[config.mk]
export PLATFORM = sky130hd
export DESIGN_NAME = mfrd_regbank
export DESIGN_NICKNAME = d
export VERILOG_FILES = /design/src/logic/mfrd_event_ctr.v /design/src/logic/mfrd_regbank.v
export VERILOG_INCLUDE_DIRS = /design/src /design/src/logic
export SDC_FILE = /design/constraint.sdc
export NUM_CORES = 1
export LEC_CHECK = 0
export BUFFER_PORTS_ARGS = -buffer_cell sky130_fd_sc_hd__buf_2
export CELL_PAD_IN_SITES_DETAIL_PLACEMENT = 2
export CELL_PAD_IN_SITES_GLOBAL_PLACEMENT = 2
export CORE_ASPECT_RATIO = 1.75
export CORE_UTILIZATION = 25
export DETAILED_ROUTE_END_ITERATION = 8
export GPL_TIMING_DRIVEN = 1
export MAX_ROUTING_LAYER = met4
export PLACE_DENSITY_LB_ADDON = 0.12
export SYNTH_ARGS = -nofsm -noshare
export SYNTH_HDL_FRONTEND = slang
export SYNTH_SLANG_ARGS = --single-unit
[constraint.sdc]
create_clock -name core_clk_i -period 5.75 [get_ports core_clk_i]
set_input_delay 0.575 -clock core_clk_i [delete_from_list [all_inputs] [get_ports core_clk_i]]
set_output_delay 0.575 -clock core_clk_i [all_outputs]
set_load 0.01 [all_outputs]
[src/logic/mfrd_defs.vh]
`ifndef MFRD_DEFS_VH
`define MFRD_DEFS_VH

// ----------------------------------------------------------------
// Offsets inside one framer space
// ----------------------------------------------------------------
`define MFRD_OFF_GC1      7'h00
`define MFRD_OFF_GC2      7'h01
`define MFRD_OFF_SRC      7'h08
`define MFRD_OFF_PID      7'h09
`define MFRD_OFF_TMR0     7'h10
`define MFRD_OFF_TMR1     7'h11
`define MFRD_OFF_TMR2     7'h12
`define MFRD_OFF_TMR3     7'h13
`define MFRD_OFF_MODE     7'h20
`define MFRD_OFF_IEN      7'h21
`define MFRD_OFF_STAT     7'h42
`define MFRD_OFF_CNT_LO   7'h60
`define MFRD_OFF_CNT_HI   7'h61

// ----------------------------------------------------------------
// Field positions
// ----------------------------------------------------------------
`define MFRD_GC1_SEC_MODE 0
`define MFRD_GC1_E3       1
`define MFRD_MODE_CH_EN   0
`define MFRD_ST_WRAP      0
`define MFRD_ST_ALARM     1

// ----------------------------------------------------------------
// Reset and load values
// ----------------------------------------------------------------
`define MFRD_RST_GC1      8'h00
`define MFRD_RST_GC2      8'h00
`define MFRD_RST_MODE     8'h00
`define MFRD_RST_IEN      8'h00
`define MFRD_RST_TMR      32'h0000_0000
`define MFRD_TMR_DS3      32'h02AA_9E00
`define MFRD_TMR_E3       32'h020C_6A00
// Identity byte: arbitrary value, it names no real part
`define MFRD_PART_ID      8'h5A

`endif

[src/logic/mfrd_event_ctr.v]
`timescale 1ns/100ps
// ----------------------------------------------------------------
// Event counter, cleared by read, flags roll-over
// ----------------------------------------------------------------
module mfrd_event_ctr (
  input wire core_clk_i,   // Core clock
  input wire rst_i,        // Sync reset, high
  input wire inc_i,        // Count one event
  input wire clr_i,        // Clear from processor read
  output wire [15:0] cnt_o, // Current count
  output reg wrap_o        // Pulse on roll-over to zero
);

  reg [15:0] cnt_q;
  reg [15:0] cnt_d;

  // An event coinciding with the clear counts as one, so none is lost
  always @*
  begin
    if (clr_i)
      cnt_d = {15'h0000, inc_i};
    else if (inc_i)
      cnt_d = cnt_q + 16'h0001;
    else
      cnt_d = cnt_q;
  end

  // Count register and roll-over pulse
  always @(posedge core_clk_i)
  begin
    if (rst_i)
    begin
      cnt_q <= 16'h0000;
      wrap_o <= 1'b0;
    end
    else
    begin
      cnt_q <= cnt_d;
      wrap_o <= inc_i & ~clr_i & (cnt_q == 16'hFFFF);
    end
  end

  assign cnt_o = cnt_q;

endmodule // mfrd_event_ctr

[src/logic/mfrd_regbank.v]
`timescale 1ns/100ps
`include "mfrd_defs.vh"

module mfrd_regbank (
  input wire core_clk_i,          // 20 MHz core clock
  input wire rst_i,               // Sync reset, high
  input wire cs_first_n_i,        // Select of first set, low
  input wire cs_second_n_i,       // Select of second set, low
  input wire rd_n_i,              // Read strobe, low
  input wire wr_n_i,              // Write strobe, low
  input wire [8:0] addr_i,        // Framer and offset
  input wire [7:0] data_i,        // Data bus input side
  output reg [7:0] data_o,        // Data bus output side
  output wire data_oe_o,          // Data bus drive enable
  input wire [7:0] event_i,       // Count event per channel
  input wire [7:0] alarm_i,       // Alarm event per channel
  output wire [7:0] chan_en_o,    // Channel enable bits
  output wire [1:0] sec_tick_o,   // Pulse per set each time its timer reaches zero
  output reg irq_out_n_first_o,   // Interrupt of set one, low
  output reg irq_out_n_second_o   // Interrupt of set two, low
);

  // ----------------------------------------------------------------
  // Bus strobes
  // ----------------------------------------------------------------
  wire sel_any;
  wire set_sel;
  wire rd_act;
  wire wr_act;
  wire rd_start;
  wire wr_start;
  wire [2:0] ch;
  wire [6:0] off;
  wire gen;
  reg rd_q;
  reg wr_q;

  // Exactly one select must be low; both low is ignored
  assign sel_any = ~cs_first_n_i ^ ~cs_second_n_i;
  assign set_sel = ~cs_second_n_i;
  assign rd_act = sel_any & ~rd_n_i & wr_n_i;
  assign wr_act = sel_any & ~wr_n_i & rd_n_i;
  assign data_oe_o = rd_act;

  // Framer number from the top bits, offset from the rest
  assign ch = {set_sel, addr_i[8:7]};
  assign off = addr_i[6:0];
  assign gen = (addr_i[8:7] == 2'b00);

  // Side effects act once, on the first cycle of each strobe
  always @(posedge core_clk_i)
  begin
    if (rst_i)
    begin
      rd_q <= 1'b0;
      wr_q <= 1'b0;
    end
    else
    begin
      rd_q <= rd_act;
      wr_q <= wr_act;
    end
  end

  assign rd_start = rd_act & ~rd_q;
  assign wr_start = wr_act & ~wr_q;

  // ----------------------------------------------------------------
  // Per-channel registers
  // ----------------------------------------------------------------
  wire [63:0] mode_w;
  wire [63:0] ien_w;
  wire [63:0] stat_w;
  wire [127:0] cnt_w;
  wire [63:0] hi_w;
  wire [7:0] pend;

  genvar g;
  generate
    for (g = 0; g < 8; g = g + 1)
    begin : g_ch
      reg [7:0] mode_q;
      reg [7:0] ien_q;
      reg [1:0] stat_q;
      reg [7:0] hi_q;
      wire hit;
      wire wrap;
      wire stat_clr;
      wire cnt_clr;
      wire [15:0] cnt;

      assign hit = (ch == g);
      assign stat_clr = rd_start & hit & (off == `MFRD_OFF_STAT);
      assign cnt_clr = rd_start & hit & (off == `MFRD_OFF_CNT_LO);

      // Counter only runs while the channel is enabled
      mfrd_event_ctr u_ctr (
        .core_clk_i (core_clk_i),
        .rst_i (rst_i),
        .inc_i (event_i[g] & mode_q[`MFRD_MODE_CH_EN]),
        .clr_i (cnt_clr),
        .cnt_o (cnt),
        .wrap_o (wrap)
      );

      // Control storage; disabling keeps every bit as written
      always @(posedge core_clk_i)
      begin
        if (rst_i)
        begin
          mode_q <= `MFRD_RST_MODE;
          ien_q <= `MFRD_RST_IEN;
        end
        else if (wr_start & hit & (off == `MFRD_OFF_MODE))
          mode_q <= data_i;
        else if (wr_start & hit & (off == `MFRD_OFF_IEN))
          ien_q <= data_i;
      end

      // Sticky status: a new event beats a same-cycle read clear
      always @(posedge core_clk_i)
      begin
        if (rst_i)
          stat_q <= 2'b00;
        else
        begin
          stat_q[`MFRD_ST_WRAP] <= wrap |
            (stat_q[`MFRD_ST_WRAP] & ~stat_clr);
          stat_q[`MFRD_ST_ALARM] <= alarm_i[g] |
            (stat_q[`MFRD_ST_ALARM] & ~stat_clr);
        end
      end

      // High byte frozen by the low-byte read that clears the count
      always @(posedge core_clk_i)
      begin
        if (rst_i)
          hi_q <= 8'h00;
        else if (cnt_clr)
          hi_q <= cnt[15:8];
      end

      assign pend[g] = |(stat_q & ien_q[1:0]);
      assign mode_w[8*g +: 8] = mode_q;
      assign ien_w[8*g +: 8] = ien_q;
      assign stat_w[8*g +: 8] = {6'b00_0000, stat_q};
      assign cnt_w[16*g +: 16] = cnt;
      assign hi_w[8*g +: 8] = hi_q;
      assign chan_en_o[g] = mode_q[`MFRD_MODE_CH_EN];
    end
  endgenerate

  // ----------------------------------------------------------------
  // General registers, one copy per select
  // ----------------------------------------------------------------
  wire [15:0] gc1_w;
  wire [15:0] gc2_w;
  wire [63:0] tmr_w;

  genvar s;
  generate
    for (s = 0; s < 2; s = s + 1)
    begin : g_set
      reg [7:0] gc1_q;
      reg [7:0] gc2_q;
      reg [31:0] tmr_q;
      reg sec_on_q;
      reg tick_q;
      wire ghit;
      wire sec_on;
      wire [31:0] load;

      // Only framer one of each select holds these
      assign ghit = wr_start & (set_sel == s) & gen;
      assign sec_on = gc1_q[`MFRD_GC1_SEC_MODE];
      assign load = gc1_q[`MFRD_GC1_E3] ? `MFRD_TMR_E3
                                        : `MFRD_TMR_DS3;

      // General control bytes
      always @(posedge core_clk_i)
      begin
        if (rst_i)
        begin
          gc1_q <= `MFRD_RST_GC1;
          gc2_q <= `MFRD_RST_GC2;
        end
        else if (ghit & (off == `MFRD_OFF_GC1))
          gc1_q <= data_i;
        else if (ghit & (off == `MFRD_OFF_GC2))
          gc2_q <= data_i;
      end

      // Down-counting timer; a byte write overrides the count,
      // which lets software trim the period while it runs
      always @(posedge core_clk_i)
      begin
        if (rst_i)
        begin
          tmr_q <= `MFRD_RST_TMR;
          sec_on_q <= 1'b0;
          tick_q <= 1'b0;
        end
        else
        begin
          sec_on_q <= sec_on;
          tick_q <= 1'b0;
          if (ghit & (off == `MFRD_OFF_TMR0))
            tmr_q[7:0] <= data_i;
          else if (ghit & (off == `MFRD_OFF_TMR1))
            tmr_q[15:8] <= data_i;
          else if (ghit & (off == `MFRD_OFF_TMR2))
            tmr_q[23:16] <= data_i;
          else if (ghit & (off == `MFRD_OFF_TMR3))
            tmr_q[31:24] <= data_i;
          else if (sec_on & ~sec_on_q)
            tmr_q <= load;
          else if (sec_on & (tmr_q == 32'h0000_0000))
          begin
            tmr_q <= load;
            tick_q <= 1'b1;
          end
          else if (sec_on)
            tmr_q <= tmr_q - 32'h0000_0001;
        end
      end

      assign gc1_w[8*s +: 8] = gc1_q;
      assign gc2_w[8*s +: 8] = gc2_q;
      assign tmr_w[32*s +: 32] = tmr_q;
      assign sec_tick_o[s] = tick_q;
    end
  endgenerate

  // ----------------------------------------------------------------
  // Read multiplexer
  // ----------------------------------------------------------------
  reg [7:0] rdata_d;
  wire [5:0] b8;
  wire [6:0] b16;
  wire [5:0] b32;

  assign b8 = {ch, 3'b000};
  assign b16 = {ch, 4'b0000};
  assign b32 = {set_sel, 5'b0_0000};

  // Unlisted offsets and general offsets off framer one read zero
  always @*
  begin
    rdata_d = 8'h00;
    if (gen & (off == `MFRD_OFF_GC1))
      rdata_d = gc1_w[8*set_sel +: 8];
    else if (gen & (off == `MFRD_OFF_GC2))
      rdata_d = gc2_w[8*set_sel +: 8];
    else if (gen & (off == `MFRD_OFF_SRC))
      rdata_d = {4'h0, pend[4*set_sel +: 4]};
    else if (gen & (off == `MFRD_OFF_PID))
      rdata_d = `MFRD_PART_ID;
    else if (gen & (off == `MFRD_OFF_TMR0))
      rdata_d = tmr_w[b32 +: 8];
    else if (gen & (off == `MFRD_OFF_TMR1))
      rdata_d = tmr_w[b32 + 6'd8 +: 8];
    else if (gen & (off == `MFRD_OFF_TMR2))
      rdata_d = tmr_w[b32 + 6'd16 +: 8];
    else if (gen & (off == `MFRD_OFF_TMR3))
      rdata_d = tmr_w[b32 + 6'd24 +: 8];
    else if (off == `MFRD_OFF_MODE)
      rdata_d = mode_w[b8 +: 8];
    else if (off == `MFRD_OFF_IEN)
      rdata_d = ien_w[b8 +: 8];
    else if (off == `MFRD_OFF_STAT)
      rdata_d = stat_w[b8 +: 8];
    else if (off == `MFRD_OFF_CNT_LO)
      rdata_d = cnt_w[b16 +: 8];
    else if (off == `MFRD_OFF_CNT_HI)
      rdata_d = hi_w[b8 +: 8];
  end

  // Data captured at strobe start so the clear cannot corrupt it
  always @(posedge core_clk_i)
  begin
    if (rst_i)
      data_o <= 8'h00;
    else if (rd_start)
      data_o <= rdata_d;
  end

  // ----------------------------------------------------------------
  // Interrupt pins, one per select
  // ----------------------------------------------------------------
  always @(posedge core_clk_i)
  begin
    if (rst_i)
    begin
      irq_out_n_first_o <= 1'b1;
      irq_out_n_second_o <= 1'b1;
    end
    else
    begin
      irq_out_n_first_o <= ~|pend[3:0];
      irq_out_n_second_o <= ~|pend[7:4];
    end
  end

endmodule // mfrd_regbank

; Word-level counts from Yosys, hierarchy flattened
; Index checks and enable logic that the tools add are counted.
[word_totals]
word_cells = 442
inputBits = 39
register_bits = 456
[op_classes]
shifts = 12
n_addsub = 13
n_bitwise = 187
reduce_logical = 61
muxes = 53
eq_ne = 39
[ops]
columns = cell, count
row1 = $shiftx 64x7->8, 8
row2 = $mux 32, 6
row3 = $mux 8, 23
row4 = $add 16x1->16 const B, 8
row5 = $eq 16x16->1 const B, 8
row6 = $shiftx 128x8->8, 1
row7 = $and 1x1->1, 122
row8 = $mux 24, 4
row9 = $logic_not 32->1, 2
row10 = $sub 32x1->32 const B, 2
row11 = $not 1->1, 40
row12 = $mux 16, 2
row13 = $reduce_and 4->1, 8
row14 = $reduce_bool 4->1, 8
row15 = $reduce_or 2->1, 16
row16 = $shiftx 16x5->8, 2
row17 = $eq 7x5->1 const B, 4
row18 = $ne 2x2->1 const B, 12
row19 = $eq 7x7->1 const B, 3
row20 = $reduce_and 2->1, 10
row21 = $mux 1, 18
row22 = $and 2x2->2, 8
row23 = $or 1x1->1, 16
row24 = $reduce_bool 2->1, 8
row25 = other kinds (16), 26

; Longest topological paths before layout
; Gate-level depths: netlist of run 1.
[depth]
depth_word = 15
ltp_mapped = 11
depth_no_buf = 8

; Hierarchy
; A second synthesis of run 1 with hierarchy kept.
[unflattened]
cells_unflattened = 2683
area_unflattened_um2 = 23989.3
[modules_own_cells]
columns = mod, seq_area_each_um2, instances, area_each_um2, cells_each
row1 = mfrd_regbank, 6406.1, 1, 17523.1, 1963
row2 = mfrd_event_ctr, 340.3, 8, 808.3, 90

; Worst setup path after synthesis of run 1
; OpenSTA, ideal clock, no wires.
[synth_timing]
path_type = input-to-reg
startpoint = in addr_i[7]
endpoint = reg data_o[6]
required_ns = 5.624
cell_stages = 8
arrival_ns = 2.498
slack_ns = 3.126
path_buffers = 4
path_cell_list = buf_2 -> buf_2 -> buf_4 -> buf_4 -> mux4_2 -> a32o_1 -> nor4_1 -> o21ai_0
[synth_via]
elab_chain_cells = 14
word_cells_on_any_way = 27
[synth_lines]
columns = item, line_no
row1 = start: declaration, mfrd_regbank.v:11  ; input wire [8:0] addr_i,
row2 = $shiftx 64x7->8, mfrd_regbank.v:275  ; rdata_d = hi_w[b8 +: 8];
row3 = $mux 8, mfrd_regbank.v:274  ; else if (off == `MFRD_OFF_CNT_HI)
row4 = $mux 8, mfrd_regbank.v:272  ; else if (off == `MFRD_OFF_CNT_LO)
row5 = $mux 8, mfrd_regbank.v:270  ; else if (off == `MFRD_OFF_STAT)
row6 = $mux 8, mfrd_regbank.v:268  ; else if (off == `MFRD_OFF_IEN)
row7 = $mux 8, mfrd_regbank.v:266  ; else if (off == `MFRD_OFF_MODE)
row8 = $mux 8, mfrd_regbank.v:264  ; else if (gen & (off == `MFRD_OFF_TMR3))
row9 = $mux 8, mfrd_regbank.v:262  ; else if (gen & (off == `MFRD_OFF_TMR2))
row10 = $mux 8, mfrd_regbank.v:260  ; else if (gen & (off == `MFRD_OFF_TMR1))
row11 = $mux 8, mfrd_regbank.v:258  ; else if (gen & (off == `MFRD_OFF_TMR0))
row12 = $mux 8, mfrd_regbank.v:256  ; else if (gen & (off == `MFRD_OFF_PID))
row13 = $mux 8, mfrd_regbank.v:254  ; else if (gen & (off == `MFRD_OFF_SRC))
row14 = $mux 8, mfrd_regbank.v:252  ; else if (gen & (off == `MFRD_OFF_GC2))
row15 = $mux 8 *, mfrd_regbank.v:250  ; if (gen & (off == `MFRD_OFF_GC1))
row16 = end signal: assignment, mfrd_regbank.v:284  ; data_o <= rdata_d;
row17 = end: declaration, mfrd_regbank.v:13  ; output reg [7:0] data_o,
; Mark *: on every way between the ends. The rest lies on a longest branch, timed or not.
; A chain may end at the register's enable or synchronous reset.

; Worst setup path after layout of run 1
[layout_timing]
startpoint = reg wr_q
endpoint = reg g_set[0].tmr_q[21]
[layout_via]
elab_chain_cells = 7
word_cells_on_any_way = 14
[layout_lines]
columns = item, line_no
row1 = start: declaration, mfrd_regbank.v:36  ; reg wr_q;
row2 = start signal: assignment, mfrd_regbank.v:61  ; wr_q <= wr_act;
row3 = $not 1->1 *, mfrd_regbank.v:66  ; assign wr_start = wr_act & ~wr_q;
row4 = $and 1x1->1 *, mfrd_regbank.v:66
row5 = $and 1x1->1 * (2 in a row), mfrd_regbank.v:174  ; assign ghit = wr_start & (set_sel == s) & gen;
row6 = "$and 1x1->1, on equally long branches", --
row7 = "$ne 2x2->1 (no line), or another cell as far along", --
row8 = $reduce_and 4->1 (no line), --
row9 = end signal: assignment, mfrd_regbank.v:212  ; tmr_q[23:16] <= data_i;
row10 = end signal: assignment, mfrd_regbank.v:216  ; tmr_q <= load;
row11 = end signal: assignment, mfrd_regbank.v:219  ; tmr_q <= load;
row12 = end: declaration, mfrd_regbank.v:166  ; reg [31:0] tmr_q;
; Marked as above.

==> metrics.yaml, run 1 <==
crit_chain: "nor3b_1, nand4_1, nor2_2, nor2_1, a2111oi_0, o2bb2ai_1"
powerDensity_mw_per_mm2: 277
r2r-end: "g_set[0].tmr_q[21]"
dr_wl_met2_um: 62000
p_sw_share_pct: 24.5
timing.slew.headroom_pct: 6.37
layout_setup_ws_ns: 2.32
final_util_pct: 28.7
clockRootBuffer: "clkbuf_16"
clk_latency_ns: 0.63
slowest_stage: "a2111oi_0"
track_usage_pct: 24.3
required_ns: 6.30
htree_levels: 2
fp.dieArea_sq_mm: 0.0947
clkPwrFrac_pct: 52.5
die_y_um: 406
r2r_start: "wr_q"
cts_resized: 0
ios: 60
grt.overflow.total: 0
p_leak_nw: 8.97
synth-main-ff-cell: "dfxtp_1"
cts_buffer_depth: 3
max-cap-violations: 0
synth_area_sq_mm: 0.0234
rows: 148
place.gp.congestion: 0.896
ys_ff_latch: 456
hold_viol: 0
ys_seq_area_share_pct: 39.1
numCtsBuffers: 52
nets: 2740
ys.warnings.count: 0
tritoncts: "done"
fin_crit_ns: 3.43
drt_iter0_drc: 933
avgRoutedWirePerCell_um: 28.6
dp_cells: 3835
tns_ns: 0
synthArstFlopShare_pct: 0
finalInstanceArea_sq_mm: 0.0267
dieWidth_um: 233
finalSetupViolations: 0
syn_inst: 2727
highest_layer: "met4"
p_seq_share_pct: 42.9
fmax_ghz: 0.292
ir_drop_mv: 0.218
cp-end-kind: "flip-flop"
synth.distinct_cells: 89
crit_start: "wr_q"
core-area_sq_mm: 0.0928
clock_skew_ns: 0.0201
power_mw: 7.39
clk_pin_slew_ns: 0.07
critPathLaunchType: "flip-flop"
r2r_slack_ns: 2.32
hold_buffers: 0
outcome: "completed"
antenna_found_initial: 3
wl_um: 112000
combinationalPowerShare_pct: 4.6
layout_common_cells: "dfxtp_1 (456), nor2_1 (375), nand2_1 (286)"
grt_pass1_vias: 23500
ant_nets: 0
min_period_over_period_pct: 59.6
worst_pin_slew_ns: 1.38
initial_core_util_pct: 25.2
r2r_cells: 6
rsz0062_at_grt: "false"
wl_met3_um: 2750
syn_to_final_growth_pct: 14.1
crit_path_end: "g_set[0].tmr_q[21]"
syn_avg_cell_area_sq_um: 8.57
drive_gt1_share_pct: 11.9
grt_max_degree: 84
grt_pass1_wl_um: 163000
pre_cts_slack_ns: 1.95
crit_type: "flip-flop to flip-flop"
vias: 21300
maxSlewViolCount: 0
cts_setup_buffers: 0
p_int_mw: 5.58
first_pass_iters: 5
whs_ns: 0.186
dp_hpwl_um: 85000
vias_per_cell: 5.41
placed_cell_area_sq_mm: 0.0247
max_stage_delay_ns: 0.99
numClockSinks: 456
min-delay-path-class: "input port to flip-flop"
io_buffers: 59
critPathMaxFanout: 10
mostFrequentLayoutCell: "dfxtp_1"
synth_nets: 2778
crit_arrival_ns: 3.98
final_cell_count_no_fill: 3935
synth_edf_count: 0
p_switching_mw: 1.81
route.detailed.drc: 0
wl_met1_um: 39400
## cell usage after synthesis (all sizes together) (6+ instances only)
| cell type | n | share of area (%) |
|---|---|---|
| and2 | 11 | 0.29 |
| or3b | 6 | 0.22 |
| xnor2 | 64 | 2.4 |
| nor3 | 88 | 2.3 |
| buf | 75 | 1.8 |
| nor3b | 6 | 0.19 |
| nand2b | 16 | 0.43 |
| mux2 | 12 | 0.58 |
| o211ai | 6 | 0.19 |
| clkbuf | 120 | 1.9 |
| o22ai | 16 | 0.43 |
| and4 | 19 | 0.71 |
| or3 | 24 | 0.64 |
| o21ai | 158 | 3.4 |
| ha | 12 | 0.64 |
| and3 | 14 | 0.37 |
| or4 | 9 | 0.29 |
| nand2 | 289 | 4.7 |
| mux2i | 164 | 7.0 |
| o31ai | 10 | 0.38 |
| a21oi | 207 | 4.4 |
| xor2 | 66 | 2.5 |
| nand3 | 88 | 1.9 |
| a21o | 7 | 0.22 |
| nor2 | 376 | 6.1 |
| a32oi | 11 | 0.41 |
| a221oi | 6 | 0.22 |
| or2 | 14 | 0.37 |
| inv | 42 | 0.67 |
| a31oi | 20 | 0.54 |
| a2111oi | 7 | 0.26 |
| nand4 | 50 | 1.3 |
| mux4 | 66 | 6.4 |
| a211oi | 16 | 0.51 |
| a22oi | 22 | 0.71 |
| nor4 | 44 | 1.4 |
| nor2b | 10 | 0.27 |
| nor4b | 9 | 0.36 |
| dfxtp | 456 | 39 |
| o32ai | 15 | 0.56 |
## sequential cells by signal (all words and copies together) (netlist names), 16 cells and up
| register | count |
|---|---|
| g_set.gc1_q | 16 |
| g_ch.mode_q | 64 |
| g_set.tmr_q | 64 |
| g_set.gc2_q | 16 |
| g_ch.hi_q | 64 |
| g_ch.ien_q | 64 |
| g_ch.u_ctr.cnt_o | 128 |
| g_ch.stat_q | 16 |
## cell families after synthesis
group	after synthesis	share of synthesized area, %
multiplexers	242	14.0
adder cells (fa/ha/maj)	12	0.643
AO/OA/AOI/OAI	563	14.7
AND/OR/NAND/NOR	1085	22.3
flip-flops	456	39.1
buffers and inverters	239	4.42
XOR/XNOR	130	4.87
## cell type report
| type | instances | area [sq um] |
|---|---|---|
| inverter | 44 | 165 |
| antenna | 3 | 7.51 |
| multi-input combinational | 2032 | 13300 |
| fill | 10400 | 66100 |
| tap | 1200 | 1500 |
| clock buffer | 73 | 1520 |
| timing repair buffer | 103 | 656 |
| sequential | 456 | 9130 |
| clock inverter | 24 | 422 |
## critical path: cells and delay by family, from the launching register on
kind / cells / cell delay (ns)
flops: 1 / 0.32
simple gates: 4 / 1.85
compound gates: 2 / 1.18
## layer usage
metal | vias to the layer above | GRT usage, %
li1 | 9710 | -
met1 | 10900 | 22.6
met2 | 416 | 46.2
met3 | 241 | 2.62
met4 | 0 | 16.1
met5 | - | -
## worst min path at each step
stage                                    start           endpoint  cells past startpoint
final                               alarm_i[1]  g_ch[1].stat_q[1]                      3
after global routing                alarm_i[1]  g_ch[1].stat_q[1]                      3
after CTS                           alarm_i[1]  g_ch[1].stat_q[1]                      3
after detailed placement       g_ch[3].hi_q[7]    g_ch[3].hi_q[7]                      2
after global placement    g_ch[3].u_ctr.wrap_o  g_ch[3].stat_q[0]                      2
after floorplan           g_ch[4].u_ctr.wrap_o  g_ch[4].stat_q[0]                      2
## power groups by stage
stage               registers (mW)  clock network, mW  logic, mW
finish                        3.17               3.88      0.341
detailed placement            3.24                  0      0.345
floorplan                     3.24                  0      0.200
global route                  3.17               4.09      0.359
CTS                           3.17               3.99      0.345
global placement              3.24                  0      0.341
(Power assumes the default switching activity.)
==> run 2: changes to the inputs <==
- ABC_AREA: unset -> 1
- clock period: 5.75 -> 3.3 ns (I/O delays scaled with it)
==> metrics.yaml, run 2 <==
num-fill-cells: 10400
synthArstFlopShare_pct: 0
r2r_slack_ns: 0.45
rsz0062_at_grt: "false"
ys_ff_latch: 456
timing.slew.headroom_pct: 31.1
antenna_found_initial: 1
synth_edf_count: 0
max-cap-violations: 0
place.gp.congestion: 0.918
clk_latency_ns: 0.63
p_int_mw: 9.18
powerDensity_mw_per_mm2: 477
min-delay-path-class: "input port to flip-flop"
p_leak_nw: 9.95
die_y_um: 398
clock_skew_ns: 0.0178
placed_cell_area_sq_mm: 0.0242
whs_ns: 0.0503
syn_inst: 3121
htree_levels: 2
crit_type: "flip-flop to flip-flop"
first_pass_iters: 5
mostFrequentLayoutCell: "nand2_1"
tns_ns: 0
top_usage_layer: "met2"
crit_cells: 12
ys_seq_area_share_pct: 40.8
core-area_sq_mm: 0.0883
numClockSinks: 456
drt_iter0_drc: 1017
multi_input_area_sq_mm: 0.0112
clockRootBuffer: "clkbuf_16"
ios: 60
ant_nets: 0
grt.overflow.total: 0
required_ns: 3.82
slowest_stage: "dfxtp_1"
synth.distinct_cells: 64
r2r_cells: 12
r2r_start: "g_set[1].tmr_q[0]"
cts_buffer_depth: 3
track_usage_pct: 25.1
clk_pin_slew_ns: 0.07
max_stage_delay_ns: 0.32
io_buffers: 59
ys.warnings.count: 0
r2r-end: "g_set[1].tmr_q[28]"
p_switching_mw: 3.21
synth_top_cells_by_count: "nand2_1 (460), dfxtp_1 (456), a21oi_1 (404)"
crit_start: "g_set[1].tmr_q[0]"
holdPathStages: 3
vias_per_cell: 5.18
clkPwrFrac_pct: 49.6
outcome: "completed"
initial_core_util_pct: 25.4
route.detailed.drc: 0
p_seq_share_pct: 44.5
grt_pass1_wl_um: 165000
min_period_over_period_pct: 86.2
yosysTopAreaCell: "dfxtp_1"
syn_to_final_growth_pct: 16.1
critPathMaxFanout: 5
diodes: 0
grtUsageMet3_pct: 2.18
ir_drop_mv: 0.377
final_util_pct: 29.4
avgRoutedWirePerCell_um: 25.5
worstPathBufferInverterCount: 1
critPathLaunchType: "flip-flop"
dp_hpwl_um: 85300
dieWidth_um: 228
crit_top_cell: "nand2_1"
hold_viol: 0
synth-main-ff-cell: "dfxtp_1"
vias: 22700
grt_max_degree: 70
fin_crit_ns: 2.85
syn_avg_cell_area_sq_um: 7.17
crit_arrival_ns: 3.37
dp_cells: 4275
maxSlewViolCount: 0
final_cell_count_no_fill: 4379
wl_um: 112000
use_met1_pct: 23.2
ff_latch_area_sq_mm: 0.00913
crit_chain: "inv_1, ha_1, nand2_1, nor3_2, nand2_1, nor2_1, nand2_1, nor2_1, nand2_1, xor2_1, nand2_1, a221oi_1"
fmax_ghz: 0.351
crit_path_end: "g_set[1].tmr_q[28]"
p_sw_share_pct: 25.9
layout_common_cells: "nand2_1 (459), dfxtp_1 (456), a21oi_1 (404)"
numCtsBuffers: 51
grt_pass1_vias: 25200
synth.most_common_cell: "nand2_1"
tritoncts: "done"
drive_gt1_share_pct: 10.7
critPathTopFamily: "simple AND/OR/NAND/NOR gates"
cts_setup_buffers: 0
grtUsageMet2_pct: 49.5
power_mw: 12.4
synth_area_sq_mm: 0.0224
cp-end-kind: "flip-flop"
largest_register_ffs: 128
fp.dieArea_sq_mm: 0.0908
combinationalPowerShare_pct: 5.8
finalSetupViolations: 0
rows: 144
worst_pin_slew_ns: 1.03
nets: 3222
pre_cts_slack_ns: 0.142
finalInstanceArea_sq_mm: 0.0260
layout_setup_ws_ns: 0.454
netlist.area_leader.share_pct: 40.8
synth_nets: 3172
synth_area_leaders: "dfxtp_1 (41%), a21oi_1 (9.0%), o21ai_0 (7.7%), nand2_1 (7.7%), inv_1 (5.3%)"
run 2: power by group through the flow:
stage	clock, mW	combinational [mW]	sequential (mW)
detailed placement	0	0.719	5.65
CTS	6.34	0.730	5.52
floorplan	0	0.345	5.64
global placement	0	0.713	5.65
global route	6.50	0.761	5.52
finish	6.16	0.720	5.52
run 2: worst min-delay path by stage:
stage / from / endpoint / slack [ns]
after floorplan: g_ch[0].u_ctr.wrap_o / g_ch[0].stat_q[0] / 0.41
after global placement: g_ch[6].u_ctr.wrap_o / g_ch[6].stat_q[0] / 0.42
after detailed placement: g_ch[1].u_ctr.wrap_o / g_ch[1].stat_q[0] / 0.44
after CTS: event_i[1] / g_ch[1].u_ctr.cnt_o[2] / 0.009
after global routing: event_i[1] / g_ch[1].u_ctr.cnt_o[2] / 0.03
final: event_i[1] / g_ch[1].u_ctr.cnt_o[2] / 0.05
run 2: cell families (layout without fill, tap and decap cells):
| kind of cell | Yosys count | after routing | share of synthesized area [%] |
|---|---|---|---|
| AO/OA/AOI/OAI | 976 | 976 | 24.4 |
| XOR/XNOR | 76 | 76 | 2.97 |
| adder cells (fa/ha/maj) | 12 | 12 | 0.671 |
| buffers and inverters | 511 | 601 | 9.20 |
| flip-flops | 456 | 456 | 40.8 |
| AND/OR/NAND/NOR | 1090 | 1090 | 22.0 |
run 2: final cells by class:
cell class | count | share of cell area (%)
multi-input combinational | 2154 | 43.1
sequential | 456 | 35.1
inverter | 355 | 5.21
tap | 1168 | 5.62
clock inverter | 24 | 1.17
clock buffer | 69 | 5.48
timing repair buffer | 153 | 4.26
run 2: timing repair:
item | in CTS | in global routing
resized for setup | 0 | 0
hold buffers | 11 | 0
endpoints found under the hold margin | 12 | 0
run 2: metal layers:
metal  up-vias  part of all wire (%)
met5         -                     0
met4         0                   6.7
met3       234                   2.2
met2       348                    56
met1     11500                    35
li1      10600                     -
run 2: worst reg2reg max path: cells and delay by family (launching register included):
family,cells,cell delay (ns)
AOI/OAI and AO/OA,1,0.28
and+or+nand+nor,8,1.57
DFF,1,0.32
buffers and inverters,1,0.15
xor gates and xnor gates,1,0.17
adders and majority gates,1,0.23
==> run 3: changes to the inputs <==
- PLACE_DENSITY: unset -> 0.63
- PLACE_DENSITY_LB_ADDON: 0.12 -> unset
==> metrics.yaml, run 3 (same netlist as run 2, synthesis figures left out) <==
ios: 60
io_buffers: 59
holdPathStages: 3
cts_buffer_depth: 3
fin_crit_ns: 2.78
core-area_sq_mm: 0.0883
drive_gt1_share_pct: 10.5
dp_cells: 4269
initial_core_util_pct: 25.4
numCtsBuffers: 50
syn_to_final_growth_pct: 15.6
ir_drop_mv: 0.334
htree_levels: 2
r2r_start: "g_set[0].tmr_q[18]"
p_leak_nw: 9.89
required_ns: 3.83
clockRootBuffer: "clkbuf_16"
maxSlewViolCount: 0
clk_latency_ns: 0.64
powerDensity_mw_per_mm2: 471
crit_type: "flip-flop to flip-flop"
antenna_found_initial: 1
route.detailed.drc: 0
power_mw: 12.2
dieWidth_um: 228
nets: 3214
r2r_slack_ns: 0.52
vias: 22700
mostFrequentLayoutCell: "nand2_1"
multi_input_area_sq_mm: 0.0112
worstHoldStart: "event_i[7]"
ant_nets: 0
ff_latch_area_sq_mm: 0.00913
r2r_cells: 10
layout_common_cells: "nand2_1 (459), dfxtp_1 (456), a21oi_1 (404)"
drt_iter0_drc: 869
tns_ns: 0
max-cap-violations: 0
cts_setup_buffers: 0
cts_resized: 0
whs_endpoint: "g_ch[7].u_ctr.cnt_o[1]"
die_y_um: 398
tritoncts: "done"
fp.dieArea_sq_mm: 0.0908
critPathMaxFanout: 11
clk_pin_slew_ns: 0.07
min_period_over_period_pct: 84.1
grt_pass1_vias: 25200
num-fill-cells: 10400
place.gp.congestion: 0.931
cp-end-kind: "flip-flop"
track_usage_pct: 24.2
critPathLaunchType: "flip-flop"
outcome: "completed"
first_pass_iters: 4
avgRoutedWirePerCell_um: 24.7
worst_pin_slew_ns: 1.01
r2r-end: "g_set[0].tmr_q[31]"
grt.overflow.total: 0
grt_pass1_wl_um: 160000
hold_viol: 0
grt_max_degree: 92
rows: 144
rsz0062_at_grt: "false"
wl_um: 108000
numClockSinks: 456
final_cell_count_no_fill: 4372
min-delay-path-class: "input port to flip-flop"
finalSetupViolations: 0
fmax_ghz: 0.360
dp_hpwl_um: 82600
timing.slew.headroom_pct: 31.7
vias_per_cell: 5.20
clock_skew_ns: 0.0198
largest_register_ffs: 128
crit_arrival_ns: 3.31
[run 3: per-stage QoR]
step	util (%)	area (sq um)	hold WS (ns)	setup WS [ns]
detailed placement	27.3	24100	0.441	0.187
floorplan	-	22400	0.413	1.27
global placement	27.3	24100	0.434	0.217
finish	29.3	25900	0.0411	0.524
CTS	29.3	25900	0.00730	0.517
global route	29.3	25900	0.0484	0.335
[run 3: layout make-up]
class	count	share of cell area, %
inverters	355	5.23
well taps	1168	5.65
clock buffers	68	5.41
repair buffers	146	4.07
flip-flops and latches	456	35.3
clock inverters	24	1.05
diodes	1	0.00967
multi-input cells	2154	43.3
[run 3: timing repair]
item	in CTS	in global routing
hold endpoints to repair	12	0
setup endpoints to repair	0	0
hold buffers	10	0
[run 3: worst max-delay path, stage by stage (launching register included)]
cell and delay (ns):
dfxtp_1 0.61, nor2_1 0.16, nand2_1 0.10, nor3_1 0.06, nand4_1 0.19, nand2_1 0.32, nor2_1 0.51, inv_1 0.18
a21oi_1 0.16, o21ai_0 0.14, a221oi_2 0.24
[run 3: power by group]
part,internal [mW],switching (mW),leakage (nW)
Sequential,5.51,0.00925,3.67
Combinational,0.162,0.549,5.39
Clock,3.37,2.59,0.825
Total,9.05,3.14,9.89
[run 3: worst max-delay path by stage]
stage	endpoint	cells after the start	from	slack (ns)
2_1_floorplan	g_set[1].tmr_q[28]	12	g_set[1].tmr_q[0]	1.27
4_1_cts	g_set[0].tmr_q[28]	12	g_set[0].tmr_q[0]	0.52
3_3_place_gp	data_o[4]	15	addr_i[7]	0.22
3_5_place_dp	data_o[5]	18	addr_i[7]	0.19
5_1_grt	g_set[0].tmr_q[28]	12	g_set[0].tmr_q[0]	0.33
6_report	g_set[0].tmr_q[31]	10	g_set[0].tmr_q[18]	0.52
[run 3: routing by layer]
metal  up-vias  share of wire, %  global-route usage, %
met4         0               8.5                   18.1
met1     11400                35                   21.8
li1      10600                 -                      -
met2       412                55                   46.6
met3       301               2.3                   2.38
met5         -                 0                      -
